File: src/hdl/dls_regs.vh
`ifndef DLS_REGS_VH
`define DLS_REGS_VH
// Register byte offsets
`define DLS_PERIODIC_DONE_OFS 12'h140
`define DLS_PERIODIC_SKIP_OFS 12'h144
`define DLS_PERIODIC_LAST_OFS 12'h148
`define DLS_ASYNC_DONE_OFS 12'h150
`define DLS_ASYNC_SKIP_OFS 12'h154
`define DLS_ASYNC_LAST_OFS 12'h158
// Reset values
`define DLS_DONE_RST 32'h00000000
`define DLS_SKIP_RST 32'hffffffff
`define DLS_LAST_RST 32'h00000000
// Slot count and index width
`define DLS_SLOTS 32
`define DLS_IDX_W 5
`endif

File: src/hdl/dls_done_map.v
`timescale 1ns/1ns
`include "dls_regs.vh"
// Done map with read-to-clear; a completion in the clearing cycle survives
module dls_done_map (
    // Clock and reset
    input wire clock,
    input wire rst,
    // Completion pulse and its slot
    input wire done_valid,
    input wire [4:0] done_slot,
    // Clearing read strobe
    input wire clear_rd,
    // Map contents
    output reg [31:0] map_reg
);
    reg [31:0] set_mask;
    reg [31:0] map_next;

    // Set beats clear so no completion is lost
    always @* begin
        set_mask = 32'h00000000;
        if (done_valid) begin
            set_mask[done_slot] = 1'b1;
        end
        map_next = (clear_rd ? 32'h00000000 : map_reg) | set_mask;
    end

    // Storage
    always @(posedge clock) begin
        if (rst) begin
            map_reg <= `DLS_DONE_RST;
        end else begin
            map_reg <= map_next;
        end
    end
endmodule // dls_done_map

File: src/hdl/dls_scanner.v
`timescale 1ns/1ns
`include "dls_regs.vh"
// Slot scanner for one category: walks slots 0..last, at most one slot per cycle
module dls_scanner (
    // Clock and reset
    input wire clock,
    input wire rst,
    // Scan control
    input wire scan_en,
    input wire [31:0] valid_map,
    input wire [31:0] skip_map,
    input wire [31:0] last_map,
    // Execution handshake
    input wire exec_ready,
    // Outputs
    output reg exec_valid,
    output reg [4:0] exec_slot,
    output reg [4:0] scan_slot
);
    wire hit;
    wire at_last;

    // A slot runs only with valid set and skip clear
    assign hit = valid_map[scan_slot] & ~skip_map[scan_slot];
    // Any last bit or slot 31 closes the pass
    assign at_last = last_map[scan_slot] | (scan_slot == 5'h1f);

    // Scan pointer only advances sequentially; pointers in skipped
    // descriptors are never consulted
    always @(posedge clock) begin
        if (rst) begin
            scan_slot <= 5'h00;
            exec_valid <= 1'b0;
            exec_slot <= 5'h00;
        end else begin
            if (exec_valid && exec_ready) begin
                exec_valid <= 1'b0;
            end
            if (scan_en && !(exec_valid && !exec_ready)) begin
                if (hit && !(exec_valid && exec_ready)) begin
                    exec_valid <= 1'b1;
                    exec_slot <= scan_slot;
                end
                if (!hit || !(exec_valid && exec_ready)) begin
                    if (at_last) begin
                        scan_slot <= 5'h00;
                    end else begin
                        scan_slot <= scan_slot + 5'h01;
                    end
                end
            end
        end
    end
endmodule // dls_scanner

File: src/hdl/dls_top.v
// Operation
// - Each done map holds 32 bits, bit n reports descriptor slot n.
// - A slot's done bit sets when its descriptor completes.
// - Reading a done map returns it and clears the set bits.
// - Done maps at 0x140 and 0x150, read-only, reset to zero.
// - Skip maps at 0x144 and 0x154, writable, reset to all ones.
// - A skipped descriptor is never processed, even if valid.
// - Next pointers in skipped descriptors do not change scan order.
// - Last maps at 0x148 and 0x158, writable, reset to zero.
// - The slot with its last bit set ends the pass.
// - After the last slot, scanning restarts at slot zero.
// - Last map is one bit per slot: 1h one, 2h two, 4h three.
`timescale 1ns/1ns
`include "dls_regs.vh"
module dls_top (
    // Clock and reset
    input wire clock,
    input wire rst,
    // Register port
    input wire [11:0] reg_addr,
    input wire reg_rd,
    input wire reg_wr,
    input wire [31:0] reg_wdata,
    output reg [31:0] reg_rdata,
    // Per-slot valid flags from descriptor memory
    input wire [31:0] periodic_valid,
    input wire [31:0] async_valid,
    input wire scan_en,
    // Execution handshakes
    input wire periodic_exec_ready,
    input wire async_exec_ready,
    output wire periodic_exec_valid,
    output wire [4:0] periodic_exec_slot,
    output wire async_exec_valid,
    output wire [4:0] async_exec_slot,
    // Completion reports
    input wire periodic_done_valid,
    input wire [4:0] periodic_done_slot,
    input wire async_done_valid,
    input wire [4:0] async_done_slot
);
    // ========================================
    // Register storage
    // ========================================
    reg [31:0] periodic_skip_map_reg;
    reg [31:0] periodic_last_map_reg;
    reg [31:0] async_skip_map_reg;
    reg [31:0] async_last_map_reg;
    wire [31:0] periodic_done_map;
    wire [31:0] async_done_map;
    wire periodic_clr;
    wire async_clr;

    // Reads of a done map clear it in the same cycle the data is latched
    assign periodic_clr = reg_rd && (reg_addr == `DLS_PERIODIC_DONE_OFS);
    assign async_clr = reg_rd && (reg_addr == `DLS_ASYNC_DONE_OFS);

    // Done maps, one bit per slot
    dls_done_map u_periodic_done (
        .clock(clock),
        .rst(rst),
        .done_valid(periodic_done_valid),
        .done_slot(periodic_done_slot),
        .clear_rd(periodic_clr),
        .map_reg(periodic_done_map)
    );
    dls_done_map u_async_done (
        .clock(clock),
        .rst(rst),
        .done_valid(async_done_valid),
        .done_slot(async_done_slot),
        .clear_rd(async_clr),
        .map_reg(async_done_map)
    );

    // ========================================
    // Register writes
    // ========================================
    // Done maps ignore writes; last map is a plain bitmap, not a count
    always @(posedge clock) begin
        if (rst) begin
            periodic_skip_map_reg <= `DLS_SKIP_RST;
            async_skip_map_reg <= `DLS_SKIP_RST;
            periodic_last_map_reg <= `DLS_LAST_RST;
            async_last_map_reg <= `DLS_LAST_RST;
        end else if (reg_wr) begin
            case (reg_addr)
                `DLS_PERIODIC_SKIP_OFS: periodic_skip_map_reg <= reg_wdata;
                `DLS_ASYNC_SKIP_OFS: async_skip_map_reg <= reg_wdata;
                `DLS_PERIODIC_LAST_OFS: begin
                    periodic_last_map_reg <= reg_wdata;
                end
                `DLS_ASYNC_LAST_OFS: async_last_map_reg <= reg_wdata;
                default: begin
                end
            endcase
        end
    end

    // ========================================
    // Register reads
    // ========================================
    // Read data is registered; unmapped offsets read zero
    always @(posedge clock) begin
        if (rst) begin
            reg_rdata <= 32'h00000000;
        end else if (reg_rd) begin
            case (reg_addr)
                `DLS_PERIODIC_DONE_OFS: reg_rdata <= periodic_done_map;
                `DLS_PERIODIC_SKIP_OFS: reg_rdata <= periodic_skip_map_reg;
                `DLS_PERIODIC_LAST_OFS: reg_rdata <= periodic_last_map_reg;
                `DLS_ASYNC_DONE_OFS: reg_rdata <= async_done_map;
                `DLS_ASYNC_SKIP_OFS: reg_rdata <= async_skip_map_reg;
                `DLS_ASYNC_LAST_OFS: reg_rdata <= async_last_map_reg;
                default: reg_rdata <= 32'h00000000;
            endcase
        end
    end

    // ========================================
    // Scanners, one per category
    // ========================================
    // Separate instances keep the two scans independent
    dls_scanner u_periodic_scan (
        .clock(clock),
        .rst(rst),
        .scan_en(scan_en),
        .valid_map(periodic_valid),
        .skip_map(periodic_skip_map_reg),
        .last_map(periodic_last_map_reg),
        .exec_ready(periodic_exec_ready),
        .exec_valid(periodic_exec_valid),
        .exec_slot(periodic_exec_slot),
        .scan_slot()
    );
    dls_scanner u_async_scan (
        .clock(clock),
        .rst(rst),
        .scan_en(scan_en),
        .valid_map(async_valid),
        .skip_map(async_skip_map_reg),
        .last_map(async_last_map_reg),
        .exec_ready(async_exec_ready),
        .exec_valid(async_exec_valid),
        .exec_slot(async_exec_slot),
        .scan_slot()
    );
endmodule // dls_top
File: config.mk
export PLATFORM = sky130hd
export DESIGN_NAME = dls_top
export DESIGN_NICKNAME = d
export VERILOG_FILES = /design/src/hdl/dls_done_map.v /design/src/hdl/dls_scanner.v /design/src/hdl/dls_top.v
export VERILOG_INCLUDE_DIRS = /design/src /design/src/hdl
export SDC_FILE = /design/constraint.sdc
export NUM_CORES = 1
export LEC_CHECK = 0
export BUFFER_PORTS_ARGS = -buffer_cell sky130_fd_sc_hd__buf_2
export CELL_PAD_IN_SITES_DETAIL_PLACEMENT = 0
export CELL_PAD_IN_SITES_GLOBAL_PLACEMENT = 2
export CORE_MARGIN = 8
export CORE_UTILIZATION = 30
export DETAILED_ROUTE_END_ITERATION = 10
export GPL_TIMING_DRIVEN = 0
export PLACE_DENSITY_LB_ADDON = 0.1
export SYNTH_ARGS = -nofsm -noshare
export SYNTH_HDL_FRONTEND = slang
export SYNTH_SLANG_ARGS = --single-unit
File: constraint.sdc
create_clock -name clock -period 3.1 [get_ports clock]
set_clock_uncertainty 0.1 [all_clocks]
set_input_delay 0 -clock clock [delete_from_list [all_inputs] [get_ports clock]]
set_output_delay 0 -clock clock [all_outputs]
set_load 0.01 [all_outputs]
==> reports/qor.yml <==
global_routing:
  grt_pass1_wl_mm: 76.1
  grt_pass1_vias: 11300
  gr-total-overflow: 0
  grt_usage: 0.217
  grt_max_degree: 15
  antenna_found_initial: 0
detailed_routing:
  first_pass_iters: 7
  via_per_inst: 5.29
  wirelength_mm: 51.7
  avgRoutedWirePerCell_um: 24.4
  dr.first_iter.drc_count: 752
  drcViolationCount: 0
  postRouteAntennaNets: 0
  vias: 11200
worst_setup_path:
  crit_type: "flip-flop to flip-flop"
  critPathMaxFanout: 10
  worstPathBufferInverterCount: 2
  path_cells: "buf_2 -> clkbuf_1 -> mux2i_1 -> a211oi_1 -> a2111oi_4 -> nand2_2 -> o32ai_1"
  start_kind: "flip-flop"
  cpPeakStageDelay_ps: 620
  required_ps: 3470
  crit_path_end_kind: "flip-flop"
  cp_slowest_cell: "clkbuf_1"
  crit_arrival_ps: 3280
  cp_top_family: "compound AO/OA/AOI/OAI gates"
clock_network:
  cts_root_buffer: "clkbuf_16"
  clkSlewWorstSetupHoldPaths_ps: 60
  clock_sinks: 246
  h-tree-depth: 1
  postCtsSetupBuffers: 0
  clock_latency_ps: 590
  numCtsBuffers: 30
  ctsLongestPathBuffers: 3
  tritoncts: "yes"
logic_synthesis:
  synthAdderAreaFrac: 0.00426
  ys_seq_area_frac: 0.419
  avgSynthCellArea_um2: 8.87
  syn_inst: 1325
  yosys_register_bits: 246
  synth_edf_count: 0
  synth_compound_area_frac: 0.226
  ys_warn_count: 0
  synth_top_family_by_area: "compound AO/OA/AOI/OAI gates"
  yosys.area_share.simple: 0.199
  syn_area_um2: 11800
  synth_flop_cell: "dfxtp_1"
  ys_types: 72
  synth_fp_nets: 1456
  synth_mux_area_frac: 0.104
  synthXorXnorAreaFrac: 0
  async_flop_share: 0
die:
  fp.dieH_um: 214
  die-area_um2: 45800
  start_util: 0.304
  ioPinCount: 171
  die_w_um: 214
  coreArea_um2: 38600
  rows: 72
finish:
  num_antenna_cells: 0
  finalNonFillerCells: 2120
  n_fill_cell: 4022
  syn2layout_area_growth_pct: 25.7
  final_net_count: 1714
  layout_common_cells: "dfxtp_1 (246), buf_2 (187), nand2_1 (183)"
  final_common_cell: "dfxtp_1"
  drive_gt1_frac: 0.185
sta:
  setup_viol: 0
  fin_crit_ps: 2920
  tightest_slew_ps: 1140
  fmax_ghz: 0.343
  whs_ps: 16.2
  timing.setup.tns_ps: 0
  report.final.slew_viol_count: 0
  grt_setup_unrepaired: "no"
  hold_viol_final: 0
  relSlewSlack: 0.240
  final.period_utilization: 0.941
placed_design:
  hpwl_mm: 40.1
  io_buffers: 167
  dp.cells: 2011
  place.gp.congestion: 0.839
power_and_ir_drop:
  irDropWorstVdd_uv: 380
  p_leak_nw: 5.68
  p_total_mw: 7.47
  power_density_nw_per_um2: 506
worst_hold_path:
  hp-class: "input port to flip-flop"
outcome:
  outcome: "completed"
job:
  maxCapViolCount: 0
==> cell usage after synthesis (all sizes together), types with 4 or more instances <==
cell / number / area [µm²]
clkbuf: 88 / 330
nand2b: 10 / 62.6
nor4: 7 / 50.1
and3: 40 / 250
a222oi: 32 / 320
nor3b: 18 / 140
ha: 4 / 50.1
a211oi: 38 / 285
inv: 18 / 67.6
buf: 29 / 166
a2111oi: 4 / 72.6
dfxtp: 246 / 4920
mux2: 32 / 360
mux2i: 45 / 450
o21ai: 41 / 209
a22oi: 65 / 488
o22ai: 6 / 37.5
a21oi: 70 / 350
nor2b: 43 / 269
nand2: 184 / 693
nand3b: 6 / 45.0
mux4: 18 / 413
nand4: 4 / 25.0
a211o: 65 / 569
and3b: 12 / 105
nor2: 138 / 521
nand3: 13 / 65.1
nor3: 4 / 20.0
==> worst reg2reg max path: cells and delay by family (launching register included) <==
family,cells,cell delay (ps)
multiplexers,1,430
AO/OA/AOI/OAI,3,990
buffers and inverters,2,860
AND/OR/NAND/NOR,1,110
flip-flops,1,320
==> per-layer routing <==
layer / track usage / share of wire / vias up
met5: 0 / 0 / -
met4: 0.0630 / 0.025 / 0
met3: 0.0261 / 0.048 / 66
met2: 0.353 / 0.46 / 300
met1: 0.296 / 0.47 / 5444
li1: - / - / 5396
==> power by group <==
group | switching, mW | internal (mW)
combinational | 0.502 | 0.282
clock | 1.45 | 2.01
sequential | 0.0246 | 3.20
total | 1.97 | 5.50
==> layout make-up <==
| class | count | area, µm² | area share |
|---|---|---|---|
| repair buffers | 227 | 1430 | 0.0970 |
| inverters | 18 | 67.6 | 0.00457 |
| multi-input cells | 944 | 6270 | 0.425 |
| flip-flops and latches | 246 | 4920 | 0.333 |
| clock buffers | 45 | 878 | 0.0594 |
| clock inverters | 6 | 55.1 | 0.00373 |
| well taps | 518 | 648 | 0.0439 |
| plain buffers | 116 | 494 | 0.0334 |
==> cells by family after synthesis <==
| family | count (synthesis) |
|---|---|
| DFF | 246 |
| muxes | 95 |
| AOI/OAI and AO/OA | 355 |
| adders and majority gates | 4 |
| buffers and inverters | 135 |
| and+or+nand+nor | 490 |
==> metrics by stage <==
| step | area (µm²) | worst slack (ps) | util |
|---|---|---|---|
| 3_5_place_dp | 13300 | 56.3 | 0.343 |
| 2_1_floorplan | 11800 | 816 | - |
| 5_1_grt | 14800 | 9.30 | 0.382 |
| 6_report | 14800 | 182 | 0.382 |
| 4_1_cts | 14800 | 115 | 0.382 |
| 3_3_place_gp | 13200 | 115 | 0.343 |
==> worst paths after layout <==
| path | to | slack, ps | depth (start not counted) | start |
|---|---|---|---|---|
| min reg2reg | async_last_map_reg[13] | 360 | 2 | async_last_map_reg[13] |
| max | u_async_scan.scan_slot[3] | 180 | 7 | u_async_scan.scan_slot[1] |
| min | u_periodic_done.map_reg[0] | 20 | 5 | reg_addr[3] |
| max reg2reg | u_async_scan.scan_slot[3] | 180 | 7 | u_async_scan.scan_slot[1] |
==> repair_timing <==
item | 4_1_cts | 5_1_grt
gates resized for setup | 0 | 1
setup endpoints to repair | 0 | 6
endpoints found under the hold margin | 204 | 0
hold buffers | 59 | 0
(Power assumes the default switching activity.)
